File: src/rtl/supply_mode_pkg.sv
package supply_mode_pkg;

  // clock rate and derived times
  localparam int CLK_MHZ      = 250;
  localparam int DGL_US       = 200;
  localparam int DGL_CYC      = DGL_US * CLK_MHZ;
  localparam int WD_SHORT_MS  = 32;
  localparam int WD_LONG_MS   = 128;
  localparam int WD_SHORT_CYC = WD_SHORT_MS * 1000 * CLK_MHZ;
  localparam int WD_LONG_CYC  = WD_LONG_MS * 1000 * CLK_MHZ;
  localparam int PWM_DIV      = 16;

  // channel counts and widths
  localparam int NUM_CH     = 5;
  localparam int NUM_DIRECT = 4;
  localparam int DUTY_W     = 8;
  localparam int NUM_FAULTS = 8;
  localparam int FRAME_BITS = 16;

  // register byte offsets
  localparam logic [7:0] ADDR_CTRL   = 8'h00;
  localparam logic [7:0] ADDR_FAULT  = 8'h04;
  localparam logic [7:0] ADDR_STATUS = 8'h1c;
  localparam logic [7:0] ADDR_DUTY0  = 8'h20;

  // control register fields and reset value
  localparam int CTRL_WD     = 0;
  localparam int CTRL_WD_SEL = 1;
  localparam int CTRL_EN_LSB = 2;
  localparam int CTRL_EXT    = 7;
  localparam logic [7:0] CTRL_RST = 8'h00;
  localparam logic [DUTY_W-1:0] DUTY_RST = 8'h00;

  // device status register fields
  localparam int ST_LIMP      = 0;
  localparam int ST_LINKF     = 1;
  localparam int ST_FAIL      = 2;
  localparam int ST_BATT_LOST = 3;
  localparam int ST_AWAKE     = 4;
  localparam int ST_CLK_PIN   = 5;

  // operating modes
  typedef enum logic [1:0] {
    MODE_SLEEP  = 2'b00,
    MODE_NORMAL = 2'b01,
    MODE_FAIL   = 2'b10
  } mode_type;

endpackage

File: src/rtl/input_deglitch.sv
`timescale 1ns/1ps
module input_deglitch #(
  parameter int CYCLES = 50000
) (
  // clock and reset
  input  wire logic clk_sys,
  input  wire logic srst,
  // raw level and filtered level
  input  wire logic raw_in,
  output logic      level_out
);
  localparam int CW = $clog2(CYCLES + 1);

  if (CYCLES < 1) begin : g_bad_cycles
    $error("deglitch time must be at least one cycle");
  end

  logic [CW-1:0] cnt_ff;
  logic [CW-1:0] nxt_cnt;
  logic          lvl_ff;
  logic          nxt_lvl;

  // symmetric filter: a new level must hold for CYCLES clocks
  always_comb begin
    nxt_cnt = '0;
    nxt_lvl = lvl_ff;
    if (raw_in != lvl_ff) begin
      if (cnt_ff == CW'(CYCLES - 1)) begin
        nxt_lvl = raw_in;
      end else begin
        nxt_cnt = cnt_ff + 1'b1;
      end
    end
  end

  // filter state
  always_ff @(posedge clk_sys) begin
    if (srst) begin
      cnt_ff <= '0;
      lvl_ff <= 1'b0;
    end else begin
      cnt_ff <= nxt_cnt;
      lvl_ff <= nxt_lvl;
    end
  end

  assign level_out = lvl_ff;

endmodule

File: src/rtl/supply_mode_supervisor.sv
// Added by the designer: the plain strobed port and the register offsets.
`timescale 1ns/1ps
// Operation
// awake while wake is high, low-current sleep when it is low
// wake/reset low lets the clock pin report wake state
// awake with wake/reset low drives the clock pin high
// sleep or wake through wake/reset leaves clock pin undriven
// both supplies lost: power off, outputs off, registers and faults clear
// battery lost, logic kept: registers kept, power outputs off
// battery lost: external switch keeps its programmed setting
// wake after battery return is not shown on the clock pin
// logic supply lost: serial access gone, watchdog runs out
// ground lost: power outputs off, external switch pulled up
// registers read as zero without the logic supply
// normal mode drives channels from register-set PWM
// open load, shorts, overcurrent, heat, clock, voltage faults reported
// fail mode while the fail-mode input is high
// fail mode channels follow their direct inputs
// direct control works without logic supply, forced by input
// status register seven shows the fail-mode input level
// any serial error forces fail mode
// fail-mode input must stay high about 200 us
// leave fail mode once input low and valid serial access resumes
module supply_mode_supervisor
  import supply_mode_pkg::*;
#(
  parameter int DGL_CYCLES = DGL_CYC,
  parameter int WD_SHORT   = WD_SHORT_CYC,
  parameter int WD_LONG    = WD_LONG_CYC
) (
  // clock and reset
  input  wire logic                  clk_sys,
  input  wire logic                  srst,
  // supply and wake status
  input  wire logic                  wake,
  input  wire logic                  wake_reset_n,
  input  wire logic                  battery_supply,
  input  wire logic                  logic_supply,
  input  wire logic                  ground_ok,
  // direct control pins
  input  wire logic                  fail_mode_in,
  input  wire logic [NUM_DIRECT-1:0] direct_channel_inputs,
  // serial frame checks and fault sources
  input  wire logic                  frame_end,
  input  wire logic [7:0]            frame_bits,
  input  wire logic [NUM_FAULTS-1:0] fault_in,
  // register port
  input  wire logic [7:0]            addr,
  input  wire logic [31:0]           wdata,
  input  wire logic                  wr,
  input  wire logic                  rd,
  output logic [31:0]                rdata,
  // clock pin, three signals
  input  wire logic                  clk_pin_in,
  output logic                       clk_pin_out,
  output logic                       clk_pin_oe,
  // outputs
  output logic [NUM_CH-1:0]          power_outputs,
  output logic                       external_switch_ctrl,
  output logic                       operational,
  output logic                       link_failure_flag
);
  localparam int WW = $clog2(WD_LONG + 1);

  if (DGL_CYCLES < 1 || WD_SHORT < 1 ||
      WD_LONG < WD_SHORT) begin : g_bad_params
    $error("timing parameters out of range");
  end

  function automatic logic len_bad(input logic [7:0] bits);
    len_bad = (bits % 8'(FRAME_BITS)) != 8'h00;
  endfunction

  // filtered pins
  logic                  limp_dgl;
  logic [NUM_DIRECT-1:0] direct_dgl;

  input_deglitch #(.CYCLES(DGL_CYCLES)) u_limp (
    .clk_sys   (clk_sys),
    .srst      (srst),
    .raw_in    (fail_mode_in),
    .level_out (limp_dgl)
  );

  for (genvar i = 0; i < NUM_DIRECT; i++) begin : g_direct
    input_deglitch #(.CYCLES(DGL_CYCLES)) u_in (
      .clk_sys   (clk_sys),
      .srst      (srst),
      .raw_in    (direct_channel_inputs[i]),
      .level_out (direct_dgl[i])
    );
  end

  // power-off clears everything but the input deglitch filters (reset by srst only) like a reset
  logic poweroff;
  logic clr;
  logic wr_ok;
  logic ctrl_wr;
  assign poweroff = !battery_supply && !logic_supply;
  assign clr      = srst || poweroff;
  assign wr_ok    = wr && logic_supply;
  assign ctrl_wr  = wr_ok && (addr == ADDR_CTRL);

  // register state
  logic [7:0]        ctrl_ff;
  logic [7:0]        nxt_ctrl;
  logic [DUTY_W-1:0] duty_ff [NUM_CH];
  logic [DUTY_W-1:0] nxt_duty [NUM_CH];

  // register writes
  always_comb begin
    nxt_ctrl = ctrl_ff;
    nxt_duty = duty_ff;
    if (ctrl_wr) begin
      nxt_ctrl = wdata[7:0];
    end
    for (int i = 0; i < NUM_CH; i++) begin
      if (wr_ok && addr == ADDR_DUTY0 + 8'(4 * i)) begin
        nxt_duty[i] = wdata[DUTY_W-1:0];
      end
    end
  end

  always_ff @(posedge clk_sys) begin
    if (clr) begin
      ctrl_ff <= CTRL_RST;
      for (int i = 0; i < NUM_CH; i++) begin
        duty_ff[i] <= DUTY_RST;
      end
    end else begin
      ctrl_ff <= nxt_ctrl;
      duty_ff <= nxt_duty;
    end
  end

  // watchdog, link errors and operating mode
  mode_type     mode_ff;
  mode_type     nxt_mode;
  logic [WW-1:0] wd_cnt_ff;
  logic [WW-1:0] nxt_wd_cnt;
  logic         linkf_ff;
  logic         nxt_linkf;
  logic         wd_limit;
  logic         link_err;
  logic         good_wr;

  always_comb begin
    wd_limit = ctrl_ff[CTRL_WD_SEL] ? (wd_cnt_ff == WW'(WD_LONG - 1))
                                    : (wd_cnt_ff == WW'(WD_SHORT - 1));
    link_err = 1'b0;
    good_wr  = 1'b0;
    nxt_wd_cnt = '0;
    if (mode_ff != MODE_SLEEP) begin
      link_err = (ctrl_wr && wdata[CTRL_WD] == ctrl_ff[CTRL_WD])
              || wd_limit
              || (frame_end && len_bad(frame_bits));
      good_wr  = ctrl_wr && !link_err;
      if (!good_wr && !wd_limit) begin
        nxt_wd_cnt = wd_cnt_ff + 1'b1;
      end
    end
    nxt_mode  = mode_ff;
    nxt_linkf = linkf_ff || link_err;
    case (mode_ff)
      MODE_SLEEP: begin
        if (wake) begin
          nxt_mode = limp_dgl ? MODE_FAIL : MODE_NORMAL;
        end
      end
      MODE_NORMAL: begin
        if (limp_dgl || link_err) begin
          nxt_mode = MODE_FAIL;
        end
      end
      MODE_FAIL: begin
        if (!limp_dgl && good_wr) begin
          nxt_mode  = MODE_NORMAL;
          nxt_linkf = 1'b0;
        end
      end
      default: nxt_mode = MODE_SLEEP;
    endcase
    if (!wake) begin
      nxt_mode = MODE_SLEEP;
    end
  end

  always_ff @(posedge clk_sys) begin
    if (clr) begin
      mode_ff   <= MODE_SLEEP;
      wd_cnt_ff <= '0;
      linkf_ff  <= 1'b0;
    end else begin
      mode_ff   <= nxt_mode;
      wd_cnt_ff <= nxt_wd_cnt;
      linkf_ff  <= nxt_linkf;
    end
  end

  // wake source tracking for the clock pin
  logic batt_q_ff;
  logic woke_rst_ff;
  logic batt_wake_ff;
  logic clk_oe_ff;
  logic nxt_woke_rst;
  logic nxt_batt_wake;
  logic nxt_clk_oe;

  always_comb begin
    nxt_woke_rst  = woke_rst_ff;
    nxt_batt_wake = batt_wake_ff;
    if (mode_ff == MODE_SLEEP && wake) begin
      nxt_woke_rst = wake_reset_n;
    end
    if (battery_supply && !batt_q_ff) begin
      nxt_batt_wake = 1'b1;
    end else if (!wake && mode_ff != MODE_SLEEP) begin
      nxt_batt_wake = 1'b0; // forget a battery return only on going to sleep
    end
    nxt_clk_oe = (mode_ff != MODE_SLEEP) && !wake_reset_n
              && !woke_rst_ff && !batt_wake_ff;
  end

  always_ff @(posedge clk_sys) begin
    if (clr) begin
      batt_q_ff    <= 1'b1; // no false battery return right after reset
      woke_rst_ff  <= 1'b0;
      batt_wake_ff <= 1'b0;
      clk_oe_ff    <= 1'b0;
    end else begin
      batt_q_ff    <= battery_supply;
      woke_rst_ff  <= nxt_woke_rst;
      batt_wake_ff <= nxt_batt_wake;
      clk_oe_ff    <= nxt_clk_oe;
    end
  end

  // pwm timebase and channel drive
  logic [$clog2(PWM_DIV)-1:0] div_ff;
  logic [$clog2(PWM_DIV)-1:0] nxt_div;
  logic [DUTY_W-1:0]          pwm_ff;
  logic [DUTY_W-1:0]          nxt_pwm;
  logic [NUM_CH-1:0]          pwr_ff;
  logic [NUM_CH-1:0]          nxt_pwr;
  logic                       ext_ff;
  logic                       nxt_ext;

  always_comb begin
    nxt_div = div_ff + 1'b1;
    nxt_pwm = (div_ff == '1) ? pwm_ff + 1'b1 : pwm_ff;
    nxt_pwr = '0;
    nxt_ext = 1'b0;
    if (mode_ff == MODE_NORMAL) begin
      for (int i = 0; i < NUM_CH; i++) begin
        nxt_pwr[i] = ctrl_ff[CTRL_EN_LSB + i]
                  && (pwm_ff < duty_ff[i]);
      end
      nxt_ext = ctrl_ff[CTRL_EXT];
    end else if (mode_ff == MODE_FAIL) begin
      nxt_pwr[NUM_DIRECT-1:0] = direct_dgl;
    end
    if (!battery_supply) begin
      nxt_pwr = '0;
    end
    if (!ground_ok) begin
      nxt_pwr = '0;
      nxt_ext = 1'b1;
    end
  end

  always_ff @(posedge clk_sys) begin
    if (clr) begin
      div_ff <= '0;
      pwm_ff <= '0;
      pwr_ff <= '0;
      ext_ff <= 1'b0;
    end else begin
      div_ff <= nxt_div;
      pwm_ff <= nxt_pwm;
      pwr_ff <= nxt_pwr;
      ext_ff <= nxt_ext;
    end
  end

  // faults: sticky, cleared by reading, a new event wins
  logic [NUM_FAULTS-1:0] fault_ff;
  logic [NUM_FAULTS-1:0] nxt_fault;
  logic [31:0]           rdata_ff;
  logic [31:0]           nxt_rdata;
  logic [7:0]            status;
  logic                  rd_ok;

  always_comb begin
    rd_ok = rd && logic_supply;
    status = '0;
    status[ST_LIMP]      = fail_mode_in;
    status[ST_LINKF]     = linkf_ff;
    status[ST_FAIL]      = mode_ff == MODE_FAIL;
    status[ST_BATT_LOST] = !battery_supply;
    status[ST_AWAKE]     = mode_ff != MODE_SLEEP;
    status[ST_CLK_PIN]   = clk_pin_in;
    nxt_fault = fault_ff;
    if (rd_ok && addr == ADDR_FAULT) begin
      nxt_fault = '0;
    end
    nxt_fault = nxt_fault | fault_in;
    nxt_rdata = '0;
    if (rd_ok) begin
      if (addr == ADDR_CTRL) nxt_rdata[7:0] = ctrl_ff;
      if (addr == ADDR_FAULT) nxt_rdata[NUM_FAULTS-1:0] = fault_ff;
      if (addr == ADDR_STATUS) nxt_rdata[7:0] = status;
      for (int i = 0; i < NUM_CH; i++) begin
        if (addr == ADDR_DUTY0 + 8'(4 * i)) begin
          nxt_rdata[DUTY_W-1:0] = duty_ff[i];
        end
      end
    end
  end

  always_ff @(posedge clk_sys) begin
    if (clr) begin
      fault_ff <= '0;
      rdata_ff <= '0;
    end else begin
      fault_ff <= nxt_fault;
      rdata_ff <= nxt_rdata;
    end
  end

  // outputs
  assign rdata                = rdata_ff;
  assign clk_pin_out          = 1'b1;
  assign clk_pin_oe           = clk_oe_ff;
  assign power_outputs        = pwr_ff;
  assign external_switch_ctrl = ext_ff;
  assign operational          = mode_ff != MODE_SLEEP;
  assign link_failure_flag    = linkf_ff;

  // checks
  a_limp_fail: assert property (@(posedge clk_sys) disable iff (clr)
    mode_ff == MODE_NORMAL && limp_dgl && wake |=> mode_ff == MODE_FAIL)
    else $error("fail-mode input did not force fail mode");
  a_fail_direct: assert property (@(posedge clk_sys) disable iff (clr)
    mode_ff == MODE_FAIL && battery_supply && ground_ok
    |=> power_outputs[NUM_DIRECT-1:0] == $past(direct_dgl))
    else $error("fail mode channels not following direct inputs");
  a_batt_off: assert property (@(posedge clk_sys) disable iff (srst)
    !battery_supply |=> power_outputs == '0)
    else $error("power outputs on without battery supply");
  a_ground_off: assert property (@(posedge clk_sys) disable iff (clr)
    !ground_ok |=> power_outputs == '0 && external_switch_ctrl)
    else $error("ground loss handling wrong");
  a_power_clear: assert property (@(posedge clk_sys) disable iff (srst)
    poweroff |=> ctrl_ff == CTRL_RST && fault_ff == '0 && !operational)
    else $error("power-off did not clear state");
  a_keep_regs: assert property (@(posedge clk_sys) disable iff (clr)
    !battery_supply && !wr |=> $stable(ctrl_ff))
    else $error("registers changed during battery loss");
  a_clk_sleep: assert property (@(posedge clk_sys) disable iff (clr)
    mode_ff == MODE_SLEEP || wake_reset_n |=> !clk_pin_oe)
    else $error("clock pin driven when it must be input");
  a_nolog_read: assert property (@(posedge clk_sys) disable iff (clr)
    rd && !logic_supply |=> rdata == '0)
    else $error("register read without logic supply");
  a_link_fail: assert property (@(posedge clk_sys) disable iff (clr)
    link_err && wake |=> link_failure_flag && mode_ff == MODE_FAIL)
    else $error("serial error did not enter fail mode");

endmodule
File: config.mk
export PLATFORM = sky130hd
export DESIGN_NAME = supply_mode_supervisor
export DESIGN_NICKNAME = d
export VERILOG_FILES = /design/src/rtl/supply_mode_pkg.sv /design/src/rtl/input_deglitch.sv /design/src/rtl/supply_mode_supervisor.sv
export SDC_FILE = /design/constraint.sdc
export NUM_CORES = 1
export LEC_CHECK = 0
export ABC_AREA = 0
export BUFFER_PORTS_ARGS = -buffer_cell sky130_fd_sc_hd__buf_4
export CAP_MARGIN = 20
export CORE_AREA = 3 3 186 188
export DETAILED_ROUTE_END_ITERATION = 16
export DIE_AREA = 0 0 189 191
export PLACE_DENSITY_LB_ADDON = 0.25
export SYNTH_ARGS = -nofsm -noshare
export SYNTH_HDL_FRONTEND = slang
export SYNTH_SLANG_ARGS = --single-unit
File: constraint.sdc
create_clock -name clk_sys -period 3.7 [get_ports clk_sys]
set_input_delay 0.37 -clock clk_sys [delete_from_list [all_inputs] [get_ports clk_sys]]
set_output_delay 0.37 -clock clk_sys [all_outputs]
set_load 0.01 [all_outputs]
### Word-level counts from Yosys, hierarchy flattened

Cells that the tools add are included.

| word-level totals | value |
|---|---|
| bits in read-only memories | 0 |
| bits of input ports | 72 |
| memories kept | 0 |
| output and inout port bits | 42 |
| logic and storage cells | 169 |
| register bits | 223 |
| RAM bits | 0 |
| bits in latches | 0 |

| cells by class | value |
|---|---|
| bitwise gates (word level) | 13 |
| reduce and logical (&&, ||, !) cells | 63 |
| muxes and demuxes | 24 |
| add/sub/neg operators | 8 |
| eq/ne operators | 25 |
| multiply operators | 0 |
| order comparisons | 5 |
| shifts and indexed selects | 0 |
| div/mod/pow operators | 0 |

Operators by type and width:

| cell | count |
|---|---|
| $add A16 B1 Y16 const B | 5 |
| $eq A16 B16 Y1 const B | 5 |
| $mux W8 | 9 |
| $eq A8 B6 Y1 const B | 5 |
| $lt A8 B8 Y1 | 5 |
| $logic_and A1 B1 Y1 | 26 |
| $add A25 B1 Y25 const B | 1 |
| $eq A25 B23 Y1 const B | 1 |
| $eq A25 B25 Y1 const B | 1 |
| $reduce_or A3 Y1 | 7 |
| $not A1 Y1 | 12 |
| $reduce_and A2 Y1 | 6 |
| $logic_not A1 Y1 | 11 |
| $mux W1 | 9 |
| $add A8 B1 Y8 const B | 1 |
| $eq A8 B3 Y1 const B | 1 |
| $eq A8 B5 Y1 const B | 1 |
| $logic_not A8 Y1 | 1 |
| $mux W4 | 2 |
| $or A8 B8 Y8 | 1 |
| $reduce_bool A8 Y1 | 1 |
| $mux W2 | 3 |
| $pmux W2 S3 | 1 |
| $logic_or A1 B1 Y1 | 5 |
| 12 further kinds | 18 |

### Logic depth before layout (Yosys ltp)

| logic depth | value |
|---|---|
| depth after elaboration | 11 |
| depth in mapped cells | 10 |
| depth with buffers taken out | 7 |

### Hierarchy

A second synthesis with hierarchy kept.

| unflattened totals | value |
|---|---|
| cells, all modules | 1,130 |
| area, all modules | 9,825.7 um^2 |

Modules (own cells, without submodules):

| module | area each (um^2) | instances | cells an instance |
|---|---|---|---|
| supply_mode_supervisor | 6,078.3 | 1 | 715 |
| input_deglitch | 749.5 | 5 | 83 |

### Worst setup path before layout

No wires, ideal clock.

| timing | value |
|---|---|
| kind | reg2reg |
| start point | register wd_cnt_ff[0] |
| end point | register wd_cnt_ff[12] |
| setup slack | 1.731 ns |
| arrival | 1.850 ns |
| cell stages (with the launch flop) | 10 |
| clock period less this slack | 1.969 ns |
| path buffers | 3 |
| path through | dfxtp_1 > ha_1 > and4_1 > buf_2 > nand2b_1 > a2111oi_4 > or3b_1 > buf_6 > buf_12 > nor2_4 |

| on the way | value |
|---|---|
| word-level cells in the longest chain between the ends | 10 |
| elaborated cells on any way between the ends | 13 |
| those cells by class | 1 x add/sub; 2 x eq/ne; 1 x mux; 1 x bitwise; 8 x reduce/logical |

Ends and longest elaborated chain:

| what | RTL line | RTL |
|---|---|---|
| start, declared | supply_mode_supervisor.sv:139 | `logic [WW-1:0] wd_cnt_ff;` |
| start signal, assigned | supply_mode_supervisor.sv:195 | `wd_cnt_ff <= nxt_wd_cnt;` |
| $eq A25 B23 Y1 or $eq A25 B25 Y1 (tied branches) | supply_mode_supervisor.sv:149, supply_mode_supervisor.sv:148 |  |
| $mux W1 | supply_mode_supervisor.sv:148 | `wd_limit = ctrl_ff[CTRL_WD_SEL] ? (wd_cnt_ff == WW'(WD_LONG - 1))` |
| $logic_or A1 B1 Y1 | supply_mode_supervisor.sv:155 | `\|\| wd_limit` |
| $logic_or A1 B1 Y1 | supply_mode_supervisor.sv:156 | `\|\| (frame_end && len_bad(frame_bits));` |
| $logic_not A1 Y1 | supply_mode_supervisor.sv:157 | `good_wr = ctrl_wr && !link_err;` |
| $logic_and A1 B1 Y1 | supply_mode_supervisor.sv:157 |  |
| $logic_not A1 Y1 | supply_mode_supervisor.sv:158 | `if (!good_wr && !wd_limit) begin` |
| $logic_and A1 B1 Y1 | supply_mode_supervisor.sv:158 |  |
| $not A1 Y1 (no line) | n/a |  |
| $reduce_or A3 Y1 (no line) | n/a |  |

Several ways; a longest one is shown, not always the timed one.
A chain may end at the register's enable or synchronous reset.

### Worst setup path after layout

| timing | value |
|---|---|
| start point | register wd_cnt_ff[0] |
| end point | register wd_cnt_ff[5] |

Same word-level chain as after synthesis.

==> impl_metrics.env <==
export IMPL_critPathBufInv=1
export IMPL_path_clk_slew_ns=0.07
export IMPL_cts_inserted_buffers=17
export IMPL_coreArea_um2=33300
export IMPL_ys_warn_count=0
export IMPL_avgSynthCellArea_um2=8.82
export IMPL_power_density_nw_per_um2=382
export IMPL_critPathTopFamily="simple AND/OR/NAND/NOR gates"
export IMPL_synthTopCellsByArea="dfxtp_1 40%, nor2_1 6.0%, ha_1 5.4%"
export IMPL_r2r_start="wd_cnt_ff[0]"
export IMPL_drcViolationCount=0
export IMPL_async_flop_share_pct=0
export IMPL_synthesis_area_um2=9940
export IMPL_grt_max_degree=40
export IMPL_totalWireLength_um=24200
export IMPL_setup_tns_ns=0
export IMPL_cts_resized=0
export IMPL_netlist_area_leader_share_pct=40.1
export IMPL_rr_worst_depth=7
export IMPL_die_width_um=189
export IMPL_hold_start="wake_reset_n"
export IMPL_wire_per_inst_um=14.8
export IMPL_num_fill_cells=3501
export IMPL_synth_area_leader_cell="dfxtp_1"
export IMPL_synth_common_cells="199 x dfxtp_1, 159 x nor2_1, 113 x nand2_1"
export IMPL_slew_headroom_pct=53.3
export IMPL_die_area_um2=36100
export IMPL_clock_sinks=199
export IMPL_yosysMostFrequentCell="dfxtp_1"
export IMPL_ys_types=72
export IMPL_r2r_end="wd_cnt_ff[5]"
export IMPL_max_clock_freq_mhz=382
export IMPL_portBuffers=60
export IMPL_clockBufferDepth=2
export IMPL_ys_ff_latch=199
export IMPL_reg2reg_slack_ns=1.08
export IMPL_hold_viol_final=0
export IMPL_rsz0062_at_grt="false"
export IMPL_antenna_cells=0
export IMPL_io_pins=114
export IMPL_skew_ns=0.0157
export IMPL_dp_slack_ns=1.03
export IMPL_gp_congestion=0.815
export IMPL_syn2layout_area_growth_pct=13.4
export IMPL_critPathKind="reg2reg"
export IMPL_period_share_pct=70.7
export IMPL_setup_viol=0
export IMPL_crit_start="wd_cnt_ff[0]"
export IMPL_die_h_um=191
export IMPL_start_kind="flop"
export IMPL_rows=67
export IMPL_first_iter_violations=394
export IMPL_synth_edff_count=0
export IMPL_grt_pass1_wl_um=39200
export IMPL_slew_violations=0
export IMPL_peakVddDrop_uv=293
export IMPL_path_depth=7
export IMPL_cts_tree="yes"
export IMPL_cap_violations=0
export IMPL_clk_latency_ns=0.44
export IMPL_antenna_found_initial=0
export IMPL_worstSetupEndpointType="flop"
export IMPL_critPathMaxFanout=13
export IMPL_avgViaCountPerCell=4.69
export IMPL_placed_cells=1604
export IMPL_period_minus_slack_ns=2.62
export IMPL_power_mw=4.30
export IMPL_grt_overflow_total=0
export IMPL_tightest_slew_ns=0.692
export IMPL_cts_root_buf="clkbuf_16"
export IMPL_stdcell_count=1635
export IMPL_cts_setup_buffers=0
export IMPL_syn_inst=1127
export IMPL_cp_slowest_cell="or3b_2"
export IMPL_status="finished clean"
export IMPL_ant_nets=0
export IMPL_crit_arrival_ns=2.94
export IMPL_max_stage_delay_ns=0.52
export IMPL_drive_gt1_share_pct=12.1
export IMPL_cp_required_ns=4.03
export IMPL_worst_slack_ns=1.08
export IMPL_finalNetCount=1290
export IMPL_min_path_type="in2reg"
export IMPL_holdPathStages=2
export IMPL_hold_end="clk_pin_oe"
export IMPL_start_util_pct=29.9
export IMPL_via_count=7666
export IMPL_leakagePower_nw=4.08
export IMPL_grt_usage_pct=13.6
export IMPL_cts_max_level=4
export IMPL_dpl_hpwl_um=17900
export IMPL_ctsHoldBuffers=0
export IMPL_synthFlopType="dfxtp_1"
export IMPL_dr_pass1_iters=5
export IMPL_grt_pass1_vias=7327
export IMPL_path_cells="ha_1 > and4_1 > nand2b_1 > a2111oi_4 > or3b_2 > buf_4 > nor2_1"
export IMPL_ys_seq_area_share_pct=40.1
[worst max-delay path by stage]
stage | endpoint
finish | wd_cnt_ff[5]
global route | wd_cnt_ff[5]
CTS | wd_cnt_ff[5]
detailed placement | wd_cnt_ff[5]
global placement | wd_cnt_ff[5]
floorplan | wd_cnt_ff[12]
[worst register-to-register path, delay by kind of cell, from the launching register on]
family	cells	cell delay, ns
adders and majority gates	1	0.23
and+or+nand+nor	4	1.13
buffers and inverters	1	0.33
DFF	1	0.39
AOI/OAI and AO/OA	1	0.44
[layer usage]
metal / track usage [%] / vias to the layer above / part of all wire [%]
met5: 0 / - / 0
met3: 2.48 / 35 / 3.2
met1: 19.0 / 3576 / 50
met2: 21.0 / 135 / 45
li1: - / 3920 / -
met4: 4.67 / 0 / 2.2
[area by class of cell]
type / count / area, um^2 / share of cell area [%]
Clock buffer: 17 / 425 / 3.78
Timing Repair Buffer: 69 / 518 / 4.60
Sequential cell: 199 / 3980 / 35.4
Tap cell: 448 / 561 / 4.98
Clock inverter: 14 / 185 / 1.64
Inverter: 43 / 161 / 1.43
Multi-Input combinational cell: 845 / 5430 / 48.2
[registers in the layout, indices dropped and copies added (netlist names)]
name                     count
duty_ff                     40
clk_pin_oe                   1
ctrl_ff                      8
g_direct.u_in.level_out      4
wd_cnt_ff                   25
woke_rst_ff                  1
rdata                        8
fault_ff                     8
u_limp.level_out             1
mode_ff                      2
pwm_ff                       8
batt_q_ff                    1
batt_wake_ff                 1
link_failure_flag            1
power_outputs                5
div_ff                       4
external_switch_ctrl         1
u_limp.cnt_ff               16
g_direct.u_in.cnt_ff        64
[per-stage QoR]
step           util, %  area [um^2]  hold slack (ns)
5_1_grt           33.8        11300           0.0847
4_1_cts           33.8        11300           0.0758
6_report          33.8        11300           0.0990
3_5_place_dp      32.0        10700            0.413
3_3_place_gp      32.0        10700            0.413
2_1_floorplan        -        10000            0.390
[layout by cell type (no fill, tap or decap), types with 5 or more instances in the layout]
master,instances
a21oi_2,7
nor2_1,159
nand2b_1,10
a21oi_1,47
nor3_1,10
ha_1,43
nor2_4,18
and3_1,27
mux2i_1,30
a22o_1,5
buf_4,69
a21o_1,10
nor4b_1,7
nand4b_1,7
nor4_1,8
inv_6,5
inv_1,43
dfxtp_1,199
a22oi_1,6
xnor2_1,47
conb_1,25
xor2_1,61
o21ai_0,13
nand2_1,113
clkbuf_16,17
and4_1,9
or3_1,6
nor3b_1,6
nand3_1,57
nand4_1,38
o22ai_1,5
nor2b_1,11
[logic make-up after synthesis]
group / count (synthesis) / share of synthesized area [%]
AND/OR/NAND/NOR: 515 / 27.3
other: 2 / 0.0756
flip-flops: 199 / 40.1
AO/OA/AOI/OAI: 120 / 8.00
XOR/XNOR: 108 / 9.52
adder cells (fa/ha/maj): 43 / 5.41
multiplexers: 34 / 3.48
buffers and inverters: 106 / 6.13
[where the power goes]
part           leakage (nW)  internal, mW  total, mW  switching (mW)
combinational          2.18        0.0671      0.196           0.128
sequential             1.61          2.16       2.17          0.0136
clock                 0.299          1.03       1.93           0.905
Power figures use the tool's default switching activity.
